File: config.mk
export PLATFORM = sky130hd
export DESIGN_NAME = cods_decode
export DESIGN_NICKNAME = d
export VERILOG_FILES = /design/src/rtl/cods_pkg.sv /design/src/rtl/cods_decode.sv
export SDC_FILE = /design/constraint.sdc
export NUM_CORES = 1
export LEC_CHECK = 0
export ABC_CLOCK_PERIOD_IN_PS = 4330
export BUFFER_PORTS_ARGS = -buffer_cell sky130_fd_sc_hd__buf_2
export CORE_MARGIN = 3
export CORE_UTILIZATION = 55
export DETAILED_ROUTE_END_ITERATION = 7
export HOLD_SLACK_MARGIN = 0.06
export PLACE_DENSITY_LB_ADDON = 0.3
export SYNTH_ARGS = -nofsm -noshare
export SYNTH_HDL_FRONTEND = slang
export SYNTH_SLANG_ARGS = --single-unit
File: constraint.sdc
create_clock -name clock -period 4.33 [get_ports clock]
set_clock_uncertainty 0.05 [all_clocks]
set_input_delay 0 -clock clock [delete_from_list [all_inputs] [get_ports clock]]
set_output_delay 0 -clock clock [all_outputs]
set_load 0.01 [all_outputs]
File: src/rtl/cods_pkg.sv
// Package for the opcode decode and string-suppression block
package cods_pkg;

	// Avalon register offsets (byte addresses)
	localparam logic [3:0] CODS_OFF_CTRL   = 4'h0;
	localparam logic [3:0] CODS_OFF_OPCODE = 4'h4;
	localparam logic [3:0] CODS_OFF_STATUS = 4'h8;
	localparam logic [3:0] CODS_OFF_DECODE = 4'hc;

	// Control register fields
	localparam int CODS_CTRL_EN_BIT    = 0;
	localparam int CODS_CTRL_IRQ_BIT   = 1;
	localparam int CODS_CTRL_RETI_BIT  = 2;
	localparam int CODS_CTRL_SECOND_BIT = 3;

	// Clock divider
	localparam int         CODS_OSC_DIV     = 4;
	localparam logic [1:0] CODS_DIV_LAST    = 2'(CODS_OSC_DIV - 1);

	// Reset values
	localparam logic [7:0] CODS_CTRL_RST    = 8'h00;

	// Opcode patterns
	localparam logic [4:0] CODS_OP_MOV_AR   = 5'b00001;
	localparam logic [4:0] CODS_OP_MOV_RA   = 5'b00011;
	localparam logic [4:0] CODS_OP_MVJ      = 5'b01101;
	localparam logic [4:0] CODS_OP_STX      = 5'b00111;
	localparam logic [4:0] CODS_OP_LDX      = 5'b00101;
	localparam logic [7:0] CODS_OP_STORE_WORK_AREA     = 8'h38;
	localparam logic [7:0] CODS_OP_LOAD_WORK_AREA     = 8'h28;
	localparam logic [7:0] CODS_PFX_SRW     = 8'h4d;
	localparam logic [7:0] CODS_PFX_SRR     = 8'h4c;
	localparam logic [7:0] CODS_PFX_DIR     = 8'h70;
	localparam logic [7:0] CODS_PFX_STK     = 8'h48;
	localparam logic [7:0] CODS_PFX_ALUR    = 8'h60;
	localparam logic [7:0] CODS_PFX_ALUX    = 8'h70;
	localparam logic [7:0] CODS_OP_LXI_H    = 8'h34;
	localparam logic [7:0] CODS_OP_MVI_A    = 8'h69;
	localparam logic [7:0] CODS_OP_MVI_L    = 8'h6f;

	// Clock counts
	localparam logic [4:0] CODS_CLK_MOV    = 5'd4;
	localparam logic [4:0] CODS_CLK_IMM    = 5'd7;
	localparam logic [4:0] CODS_CLK_SR     = 5'd10;
	localparam logic [4:0] CODS_CLK_LXI    = 5'd10;
	localparam logic [4:0] CODS_CLK_DIR    = 5'd17;
	localparam logic [4:0] CODS_CLK_PAIR   = 5'd20;
	localparam logic [4:0] CODS_CLK_PUSH   = 5'd17;
	localparam logic [4:0] CODS_CLK_POP    = 5'd14;
	localparam logic [4:0] CODS_CLK_ALUR   = 5'd8;
	localparam logic [4:0] CODS_CLK_ALUX   = 5'd11;
	localparam logic [4:0] CODS_CLK_UNK    = 5'd4;

	typedef enum logic [3:0] {
		CODS_REG_NONE = 4'b0000,
		CODS_REG_A    = 4'b0001,
		CODS_REG_B    = 4'b0010,
		CODS_REG_C    = 4'b0011,
		CODS_REG_D    = 4'b0100,
		CODS_REG_E    = 4'b0101,
		CODS_REG_H    = 4'b0110,
		CODS_REG_L    = 4'b0111
	} cods_reg_t;

	typedef enum logic [3:0] {
		CODS_SR_PA    = 4'b0000,
		CODS_SR_PB    = 4'b0001,
		CODS_SR_PC    = 4'b0010,
		CODS_SR_MASK  = 4'b0011,
		CODS_SR_PBDIR = 4'b0100,
		CODS_SR_TMR   = 4'b0110,
		CODS_SR_SHIFT = 4'b1000,
		CODS_SR_TMODE = 4'b1001,
		CODS_SR_SMODE = 4'b1010,
		CODS_SR_STBY  = 4'b1011,
		CODS_SR_NONE  = 4'b1111
	} cods_sr_t;

	typedef enum logic [2:0] {
		CODS_PR_SP   = 3'b000,
		CODS_PR_BC   = 3'b001,
		CODS_PR_DE   = 3'b010,
		CODS_PR_HL   = 3'b011,
		CODS_PR_FFA  = 3'b100
	} cods_pair_t;

	typedef enum logic [3:0] {
		CODS_IND_NONE = 4'b0000,
		CODS_IND_BC   = 4'b0001,
		CODS_IND_DE   = 4'b0010,
		CODS_IND_HL   = 4'b0011,
		CODS_IND_DEI  = 4'b0100,
		CODS_IND_HLI  = 4'b0101,
		CODS_IND_DED  = 4'b0110,
		CODS_IND_HLD  = 4'b0111
	} cods_ind_t;

	typedef enum logic [2:0] {
		CODS_IF_LEVEL  = 3'b000,
		CODS_IF_TIMER  = 3'b001,
		CODS_IF_EDGE   = 3'b010,
		CODS_IF_SERIAL = 3'b100,
		CODS_IF_NONE   = 3'b111
	} cods_irqf_t;

	typedef enum logic [1:0] {
		CODS_CF_CARRY = 2'b01,
		CODS_CF_ZERO  = 2'b10,
		CODS_CF_NONE  = 2'b00
	} cods_cond_t;

	typedef enum logic [1:0] {
		CODS_ST_IDLE = 2'b00,
		CODS_ST_RUN  = 2'b01,
		CODS_ST_SKIP = 2'b10
	} cods_state_t;

	// Decoded fields of the last instruction
	typedef struct packed {
		cods_reg_t  reg_sel;
		cods_sr_t   special_reg_field;
		cods_pair_t stack_pair_field;
		cods_ind_t  ind_sel;
		cods_irqf_t irqf_sel;
		cods_cond_t cond_sel;
		logic [4:0] clocks;
		logic       first_fetch_strobe;
	} cods_dec_t;

	typedef struct packed {
		cods_state_t state;
		logic [1:0]  div;
		logic [4:0]  cnt;
		logic [7:0]  ctrl;
		logic [7:0]  op1;
		logic [7:0]  op2;
		logic        acc_string_flag;
		logic        hl_string_flag;
		logic [1:0]  saved_flags;
		logic        suppressed;
		logic        irq_seen;
		logic [7:0]  rdata;
		logic        rvalid;
		cods_dec_t   dec;
	} cods_state_s_t;

endpackage

File: src/rtl/cods_decode.sv
// Opcode decoder with instruction string suppression, Avalon-MM control
//
// Implementation choices: the placing of the registers and the Avalon-MM slave port.
module cods_decode (
	input  wire logic              clock,
	input  wire logic              sys_rst,
	input  wire logic [3:0]        avs_address,
	input  wire logic              avs_read,
	input  wire logic              avs_write,
	input  wire logic [31:0]       avs_writedata,
	input  wire logic [3:0]        avs_byteenable,
	output logic      [31:0]       avs_readdata,
	output logic                   avs_waitrequest,
	output logic                   sys_tick,
	output logic                   busy,
	output cods_pkg::cods_dec_t    dec_out
);
	import cods_pkg::*;

	cods_state_s_t s_r;
	cods_state_s_t s_nxt;

	function automatic cods_reg_t dec_reg(input logic [2:0] f);
		unique case (f)
			3'b001: dec_reg = CODS_REG_A;
			3'b010: dec_reg = CODS_REG_B;
			3'b011: dec_reg = CODS_REG_C;
			3'b100: dec_reg = CODS_REG_D;
			3'b101: dec_reg = CODS_REG_E;
			3'b110: dec_reg = CODS_REG_H;
			3'b111: dec_reg = CODS_REG_L;
			default: dec_reg = CODS_REG_NONE;
		endcase
	endfunction

	function automatic cods_ind_t dec_ind(input logic [2:0] f);
		dec_ind = (f == 3'b000) ? CODS_IND_NONE : cods_ind_t'({1'b0, f});
	endfunction

	function automatic cods_sr_t dec_sr(input logic [3:0] f);
		unique case (f)
			4'b0000: dec_sr = CODS_SR_PA;
			4'b0001: dec_sr = CODS_SR_PB;
			4'b0010: dec_sr = CODS_SR_PC;
			4'b0011: dec_sr = CODS_SR_MASK;
			4'b0100: dec_sr = CODS_SR_PBDIR;
			4'b0110: dec_sr = CODS_SR_TMR;
			4'b1000: dec_sr = CODS_SR_SHIFT;
			4'b1001: dec_sr = CODS_SR_TMODE;
			4'b1010: dec_sr = CODS_SR_SMODE;
			4'b1011: dec_sr = CODS_SR_STBY;
			default: dec_sr = CODS_SR_NONE;
		endcase
	endfunction

	function automatic cods_irqf_t dec_irqf(input logic [2:0] f);
		unique case (f)
			3'b000: dec_irqf = CODS_IF_LEVEL;
			3'b001: dec_irqf = CODS_IF_TIMER;
			3'b010: dec_irqf = CODS_IF_EDGE;
			3'b100: dec_irqf = CODS_IF_SERIAL;
			default: dec_irqf = CODS_IF_NONE;
		endcase
	endfunction

	function automatic cods_cond_t dec_cond(input logic [2:0] f);
		unique case (f)
			3'b010: dec_cond = CODS_CF_CARRY;
			3'b100: dec_cond = CODS_CF_ZERO;
			default: dec_cond = CODS_CF_NONE;
		endcase
	endfunction

	// Full instruction decode from first and second byte
	function automatic cods_dec_t decode(input logic [7:0] b1, input logic [7:0] b2, input logic second);
		cods_dec_t d;
		d = '{reg_sel: CODS_REG_NONE, special_reg_field: CODS_SR_NONE, stack_pair_field: CODS_PR_SP,
			ind_sel: CODS_IND_NONE, irqf_sel: CODS_IF_NONE, cond_sel: CODS_CF_NONE,
			clocks: CODS_CLK_UNK, first_fetch_strobe: 1'b0};
		// strobe only for the first byte
		d.first_fetch_strobe = ~second;
		if (b1[7:3] == CODS_OP_MOV_AR || b1[7:3] == CODS_OP_MOV_RA) begin
			d.reg_sel = dec_reg(b1[2:0]);
			d.clocks  = CODS_CLK_MOV;
		end else if (b1[7:3] == CODS_OP_MVJ) begin
			d.reg_sel = dec_reg(b1[2:0]);
			d.clocks  = CODS_CLK_IMM;
		end else if (b1 == CODS_OP_STORE_WORK_AREA || b1 == CODS_OP_LOAD_WORK_AREA) begin
			d.clocks = CODS_CLK_SR;
		end else if (b1[7:3] == CODS_OP_STX || b1[7:3] == CODS_OP_LDX) begin
			d.ind_sel = dec_ind(b1[2:0]);
			d.clocks  = CODS_CLK_IMM;
		end else if (b1 == CODS_PFX_SRW || b1 == CODS_PFX_SRR) begin
			d.special_reg_field = dec_sr(b2[3:0]);
			d.clocks = CODS_CLK_SR;
		end else if (b1 == CODS_OP_LXI_H || (b1[7:6] == 2'b00 && b1[3:0] == 4'h4)) begin
			d.stack_pair_field = cods_pair_t'({1'b0, b1[5:4]});
			d.clocks = CODS_CLK_LXI;
		end else if (b1 == CODS_PFX_DIR) begin
			if (b2[7:4] == 4'b0110 || b2[7:4] == 4'b0111) begin
				d.reg_sel = dec_reg(b2[2:0]);
				d.clocks = (b2[3] == 1'b1) ? CODS_CLK_DIR : CODS_CLK_UNK;
			end else if (b2[3:1] == 3'b111) begin
				d.stack_pair_field = cods_pair_t'({1'b0, b2[5:4]});
				d.clocks = CODS_CLK_PAIR;
			end else begin
				d.ind_sel = dec_ind(b2[2:0]);
				d.clocks  = CODS_CLK_ALUX;
			end
		end else if (b1 == CODS_PFX_STK) begin
			if (b2[3:1] == 3'b111) begin
				d.stack_pair_field = (b2[5:4] == 2'b00) ? CODS_PR_FFA : cods_pair_t'({1'b0, b2[5:4]});
				d.clocks = b2[0] ? CODS_CLK_POP : CODS_CLK_PUSH;
			end else begin
				d.irqf_sel = dec_irqf(b2[2:0]);
				d.cond_sel = dec_cond(b2[2:0]);
			end
		end else if (b1 == CODS_PFX_ALUR) begin
			d.reg_sel = dec_reg(b2[2:0]);
			d.clocks  = CODS_CLK_ALUR;
		end
		return d;
	endfunction

	logic       acc_grp;
	logic       hl_grp;
	logic       tick;
	logic       wr_ctrl;
	logic       wr_op;
	cods_dec_t  dnew;

	always_comb begin
		s_nxt   = s_r;
		tick    = (s_r.div == CODS_DIV_LAST);
		wr_ctrl = avs_write && avs_address == CODS_OFF_CTRL && avs_byteenable[0];
		wr_op   = avs_write && avs_address == CODS_OFF_OPCODE && s_r.state == CODS_ST_IDLE;
		dnew    = decode(avs_writedata[7:0], avs_writedata[15:8], s_r.ctrl[CODS_CTRL_SECOND_BIT]);
		acc_grp = (avs_writedata[7:0] == CODS_OP_MVI_A);
		hl_grp  = (avs_writedata[7:0] == CODS_OP_MVI_L) || (avs_writedata[7:0] == CODS_OP_LXI_H);
		s_nxt.div = tick ? 2'd0 : s_r.div + 2'd1;
		s_nxt.rvalid = avs_read;
		if (wr_ctrl) begin
			s_nxt.ctrl = avs_writedata[7:0];
		end
		// interrupt entry allowed even while skipping
		// status word holds flags, pushed first
		if (wr_ctrl && avs_writedata[CODS_CTRL_IRQ_BIT]) begin
			s_nxt.saved_flags = {s_r.acc_string_flag, s_r.hl_string_flag};
			s_nxt.irq_seen    = 1'b1;
			s_nxt.state       = CODS_ST_IDLE;
			s_nxt.cnt         = '0;
		end
		if (wr_ctrl && avs_writedata[CODS_CTRL_RETI_BIT] && s_r.irq_seen) begin
			s_nxt.acc_string_flag = s_r.saved_flags[1];
			s_nxt.hl_string_flag  = s_r.saved_flags[0];
			s_nxt.irq_seen        = 1'b0;
		end
		if (wr_op && s_r.ctrl[CODS_CTRL_EN_BIT]) begin
			s_nxt.op1 = avs_writedata[7:0];
			s_nxt.op2 = avs_writedata[15:8];
			s_nxt.dec = dnew;
			s_nxt.cnt = dnew.clocks;
			// repeats of a group become idle slots
			// leaving a group clears its flag
			s_nxt.suppressed      = (acc_grp && s_r.acc_string_flag) || (hl_grp && s_r.hl_string_flag);
			s_nxt.acc_string_flag = acc_grp;
			s_nxt.hl_string_flag  = hl_grp;
			s_nxt.state = s_nxt.suppressed ? CODS_ST_SKIP : CODS_ST_RUN;
		end else if (s_r.state != CODS_ST_IDLE && tick) begin
			// idle slot as long as normal execution
			s_nxt.cnt = s_r.cnt - 5'd1;
			if (s_r.cnt == 5'd1) begin
				s_nxt.state = CODS_ST_IDLE;
			end
		end
		unique case (avs_address)
			CODS_OFF_CTRL:   s_nxt.rdata = s_r.ctrl;
			CODS_OFF_OPCODE: s_nxt.rdata = s_r.op1;
			CODS_OFF_STATUS: s_nxt.rdata = {s_r.state, s_r.suppressed, s_r.irq_seen,
				s_r.saved_flags, s_r.acc_string_flag, s_r.hl_string_flag};
			CODS_OFF_DECODE: s_nxt.rdata = {3'b000, s_r.cnt};
			default:         s_nxt.rdata = 8'h00;
		endcase
		if (sys_rst) begin
			s_nxt = '0;
			s_nxt.ctrl = CODS_CTRL_RST;
		end
	end

	always_ff @(posedge clock) begin
		s_r <= s_nxt;
	end

	// Reads wait one cycle for registered data; writes complete at once
	assign avs_waitrequest = avs_read && !s_r.rvalid;
	assign avs_readdata    = {24'h000000, s_r.rdata};
	assign sys_tick        = tick;
	assign busy            = (s_r.state != CODS_ST_IDLE);
	assign dec_out         = s_r.dec;
endmodule

==> results of run 1 <==
-- kinds of logic (layout without fill, tap and decap cells) --
| family | Yosys count | after routing |
|---|---|---|
| buffers and inverters | 96 | 106 |
| DFF | 64 | 64 |
| AOI/OAI and AO/OA | 96 | 96 |
| other | 1 | 26 |
| muxes | 13 | 13 |
| and+or+nand+nor | 157 | 157 |
| xor gates and xnor gates | 2 | 2 |
| adders and majority gates | 3 | 3 |
-- placed cells by master, fill, tap and decap left out, types with 4 or more instances in the layout --
cell type and count:
a22oi_1 5, clkbuf_8 10, o21ai_0 11, mux2i_1 12, nand2_1 36, buf_2 59
a31oi_1 6, or3_1 5, a211oi_1 14, and3_1 4, nor2_1 47, a311oi_1 7
inv_1 9, nor2b_1 16, a21oi_1 31, a2bb2oi_1 4, nor3_1 15, conb_1 26
dlygate4sd3_1 19, dfxtp_1 64
-- metrics by stage --
stage / area [um^2] / utilization [%]
CTS: 3980 / 64.9
detailed placement: 3540 / 57.7
floorplan: 3690 / -
global placement: 3540 / 57.7
global route: 3980 / 64.9
finish: 3980 / 64.9
-- per-layer routing --
layer,up-vias,GRT usage [%]
li1,1507,-
met1,1451,32.5
met2,142,33.3
met3,15,5.58
met4,0,7.93
met5,-,0
-- layout make-up --
type                       count  share of cell area [%]
multi-input combinational    297                    45.5
sequential                    64                    32.2
timing repair buffer          81                    12.8
clock buffer                  10                    3.46
clock inverter                 6                    2.89
tap                           75                    2.36
inverter                       9                   0.849
-- state kept, by name, indices dropped and copies added, names as in the netlist --
signal        count
s_r              32
dec_out          24
avs_readdata      8
-- where the power goes --
| part | internal [mW] | total [mW] | leakage, nW | switching [mW] |
|---|---|---|---|---|
| logic | 0.0367 | 0.105 | 1.00 | 0.0684 |
| registers | 0.593 | 0.594 | 0.516 | 0.00168 |
| clock network | 0.401 | 0.650 | 0.123 | 0.249 |
| total | 1.03 | 1.35 | 1.64 | 0.319 |
-- critical path: cells and delay by family --
kind / cells / cell delay, ns
compound gates: 1 / 0.24
simple gates: 3 / 0.93
buf+inv: 4 / 1.66
-- worst paths after layout --
check / start / end / slack, ns
min: avs_writedata[13] / dec_out[16] / 0.08
max reg2reg: s_r[73] / dec_out[18] / 1.89
max: avs_address[3] / dec_out[18] / 1.74
min reg2reg: s_r[70] / s_r[70] / 0.38
-- what timing repair did --
| action | 4_1_cts | 5_1_grt |
|---|---|---|
| resized for setup | 0 | 0 |
| hold buffers | 19 | 0 |
| hold endpoints to repair | 29 | 0 |
==> reports/metrics.cfg, run 1 <==
[worst_hold_path]
hp-class = in -> reg
hold_path_depth = 4

[floorplanning]
dieWidth_um = 86.9
ios = 105
row_count = 28
die_h_um = 86.9
core-area_mm2 = 0.00613
die_area_mm2 = 0.00754
initial_utilization_pct = 58.7

[critical_path]
cp_max_fo = 22
worstRegToRegCells = 6
crit_path_top_delay_cell = dlygate4sd3_1
crit_type = in -> reg
arrival_ns = 2.84
startpoint_type = primary input
crit_chain = dlygate4sd3_1, buf_2, nor4b_4, and4_1, buf_4, nor2_1, a311oi_1, dlygate4sd3_1
crit_path_max_incr_delay_ns = 0.58
worstSetupEndpointType = flop
worstPathRequired_ns = 4.57
cpMostUsedCell = dlygate4sd3_1

[timing]
slew_viol_final = 0
finalHoldViolations = 0
maxSlewHeadroom_pct = 51.5
tns_ns = 0
worst_slew_pin_slew_ns = 0.725
max_freq_mhz = 386
fin_crit_ns = 2.59
worst_hold_slack_ns = 0.0847
rsz0062_at_grt = false
min_period_over_period_pct = 59.9
worst_slack_ns = 1.74
setup_viol = 0

[detailed_routing]
top_layer = met4
post_drt_wl_per_cell_um = 15.8
drc = 0
drt_first_iter_violations = 263
drt-vias-per-instance = 5.75
wl_met1_um = 3860
drtAntennaViolNets = 0
via_count = 3115
wl_met3_um = 727
firstDrtPassIters = 5
dr_wl_met2_um = 3830
wl_um = 8560

[clock_network]
post_cts_buffers = 0
clock_latency_ns = 0.35
numCtsBuffers = 9
cts_root_buf = clkbuf_8
path_clk_slew_ns = 0.07
clock_path_buffers = 2
cts_tree = done
clkSinkCount = 64
htreeDepth = 3

[logic_synthesis]
synth_top_family_by_area = simple AND/OR/NAND/NOR gates
synth_top_area_share_pct = 35.6
syn-cell-area_mm2 = 0.00360
synth_fa_ha_area_share_pct = 1.04
synth_edf_count = 0
synthArstFlopShare_pct = 0
yosysSeqAreaShare_pct = 35.6
synth_area_leaders = dfxtp_1, buf_4, nor2_1
yosys-mux-area-fraction_pct = 3.97
synth_area_per_cell_um2 = 8.32
ys.warnings.count = 0
synthCells = 432
synth_xor_area_share_pct = 0.487
synth-compound-area-share_pct = 18.1
synth-simple-area-share_pct = 24.1
synth_top_cell_by_area = dfxtp_1
ys_types = 60
yosysMostFrequentCell = dfxtp_1
synth_seq_cells = 64
synthFlopType = dfxtp_1
synth_common_cells = dfxtp_1, buf_4, nor2_1

[global_routing]
overflow = 0
grt_pass1_wl_um = 13400
grt_antenna_before_repair = 0
grt_usage_pct = 22.8
grt_max_degree = 58
grt_pass1_vias = 2692

[outcome]
status = complete, no violations

[pwr]
power_mw = 1.35
p_per_area_mw_per_mm2 = 339
p_leak_nw = 1.64
vdd_drop_max_uv = 263

[finish]
num_antenna_cells = 0
fillers = 542
area_delta_synth_final_pct = 10.7
nNetsFinal = 509
multiInputGateArea_mm2 = 0.00181
seq_area_mm2 = 0.00128
final_cells = 542
layout-drive-gt1-share_pct = 18.8

[placement]
placed_cells = 507
gp_congestion = 0.908
portBuffers = 59
post-place-ws_ns = 2.19
dp_hpwl_um = 5950

[flow_run]
drv_cap = 0

Power figures use the tool's default switching activity.
==> inputs of run 2 (changes only) <==
ABC_AREA = 1   (was default)
ABC_CLOCK_PERIOD_IN_PS = 2200   (was 4330)
CORE_UTILIZATION = 47   (was 55)
clock period = 2.2 ns   (was 4.33 ns; I/O delays follow)
==> run 2 against run 1 <==
Worst setup slack got worse by 1.5 ns. Synthesized cell count rose by 11%. Critical path depth did not move. Routed wire length rose by 0.95%. Non-clock buffer count rose by 5. Die area rose by 13%. Sequential share of layout area rose by 0.47 points. Critical endpoint is now s_r[59].
==> reports/metrics.cfg, run 2 <==
[outcome]
status = complete, no violations

[placement]
placed_cells = 590
placed_area_mm2 = 0.00354
portBuffers = 59
dp_hpwl_um = 6240
gp_congestion = 0.931

[logic_synthesis]
yosysMostFrequentCell = nand2_1
yosysSeqAreaShare_pct = 36.5
synth_area_leaders = dfxtp_1, buf_4, nand2_1
synth_area_per_cell_um2 = 7.32
synth_top_area_share_pct = 36.5
synth_common_cells = nand2_1, dfxtp_1, buf_4
synthCells = 479
synth_edf_count = 0
synthArstFlopShare_pct = 0
syn-cell-area_mm2 = 0.00351
synthFlopType = dfxtp_1
ys_types = 37
synth_seq_cells = 64
synth_top_cell_by_area = dfxtp_1
ys.warnings.count = 0

[finish]
num_antenna_cells = 0
fin_area_mm2 = 0.00392
layout-drive-gt1-share_pct = 19.5
area_delta_synth_final_pct = 11.8
final_cells = 628
largest_reg_flops = 32
final_cell_mix = nand2_1, dfxtp_1, buf_2
nNetsFinal = 574
regMostFlops = s_r
fillers = 714
mostFrequentLayoutCell = nand2_1

[global_routing]
grt_pass1_vias = 3057
overflow = 0
grt_pass1_wl_um = 14100
grt_usage_pct = 20.7
grt_antenna_before_repair = 0
grt_max_degree = 35

[detailed_routing]
via_count = 3203
drt_first_iter_violations = 154
post_drt_wl_per_cell_um = 13.8
drc = 0
drtAntennaViolNets = 0
wl_um = 8640
firstDrtPassIters = 5
drt-vias-per-instance = 5.10

[timing]
slew_viol_final = 0
rsz0062_at_grt = false
tns_ns = 0
setup_viol = 0
max_freq_mhz = 503
worst_slew_pin_slew_ns = 0.900
finalHoldViolations = 0
min_period_over_period_pct = 90.4
fin_crit_ns = 1.99
maxSlewHeadroom_pct = 39.9

[clock_network]
clock_latency_ns = 0.34
cts_resized = 0
htreeDepth = 3
path_clk_slew_ns = 0.07
hold_buffers = 22
post_cts_buffers = 0
cts_tree = done
clkSinkCount = 64
clock_path_buffers = 2
cts_root_buf = clkbuf_8
numCtsBuffers = 9

[critical_path]
worstSetupEndpointType = flop
worstPathRequired_ns = 2.42
crit_type = in -> reg
cp_max_fo = 7
startpoint_type = primary input
arrival_ns = 2.21

[floorplanning]
ios = 105
die_area_mm2 = 0.00854
core-area_mm2 = 0.00702
die_h_um = 92.4
dieWidth_um = 92.4
initial_utilization_pct = 50.0
row_count = 30

[flow_run]
drv_cap = 0

[worst_hold_path]
hp-class = in -> reg

[pwr]
p_per_area_mw_per_mm2 = 574
p_leak_nw = 1.85
vdd_drop_max_uv = 279

run 2: changes by cell type after synthesis, sizes merged, moves of 15 or more:
| cell | previous run | this run |
|---|---|---|
| nor2b | 16 | 0 |
| nor2 | 47 | 32 |
| nand3 | 3 | 28 |
| inv | 9 | 53 |
| o21ai | 11 | 35 |
| nand2 | 36 | 91 |
| a21oi | 32 | 50 |
run 2: where the power goes:
group          switching (mW)  total, mW  internal (mW)  leakage, nW
Combinational           0.131      0.198         0.0672         1.25
Sequential            0.00424       1.17           1.17        0.516
Clock                   0.445      0.882          0.437       0.0834
run 2: area by class of cell:
class	count	area, um^2	area share [%]
Tap cell	96	120	3.06
Clock inverter	3	17.5	0.446
Inverter	53	201	5.13
Timing Repair Buffer	86	553	14.1
Clock buffer	13	149	3.79
Sequential cell	64	1280	32.7
Multi-Input combinational cell	313	1600	40.8
run 2: worst max-delay path, stage by stage:
cell           delay (ns)
dlygate4sd3_1        0.52
buf_2                0.09
nand2_1              0.04
dlygate4sd3_1        0.58
nor2_4               0.21
nand2_1              0.07
dlygate4sd3_1        0.55
a21oi_1              0.14
run 2: kinds of logic (layout without fill, tap and decap cells):
| group | Yosys count | after routing | share of synthesized area, % |
|---|---|---|---|
| buffers and inverters | 127 | 155 | 20.5 |
| DFF | 64 | 64 | 36.5 |
| adders and majority gates | 3 | 3 | 1.07 |
| xor gates and xnor gates | 1 | 1 | 0.250 |
| and+or+nand+nor | 169 | 169 | 23.5 |
| AOI/OAI and AO/OA | 114 | 114 | 18.0 |
| other | 1 | 26 | 0.107 |
run 2: per-layer routing:
metal  vias to the layer above  GRT usage (%)  routed length [um]
met5                         -              0                   0
met2                       116           33.1                4070
met4                         0           10.3                 212
met3                        23           5.52                 568
li1                       1597              -                   -
met1                      1467           25.6                3790
run 2: final timing paths:
| check | from | to | slack (ns) | cells past startpoint |
|---|---|---|---|---|
| setup / recovery | avs_byteenable[0] | s_r[59] | 0.21 | 8 |
| hold / removal | sys_rst | avs_readdata[0] | 0.09 | 2 |
| setup reg to reg | s_r[57] | dec_out[24] | 0.49 | 7 |
| hold reg to reg | s_r[70] | s_r[70] | 0.38 | 1 |
run 2: through the flow:
step	power [mW]	utilization, %	setup WS, ns	hold slack (ns)
floorplan	1.34	-	0.848	0.0554
global placement	1.36	50.4	0.529	0.165
detailed placement	1.37	50.4	0.497	0.173
CTS	2.27	55.9	0.224	0.0765
global route	2.34	55.9	0.128	0.112
finish	2.25	55.9	0.211	0.0922
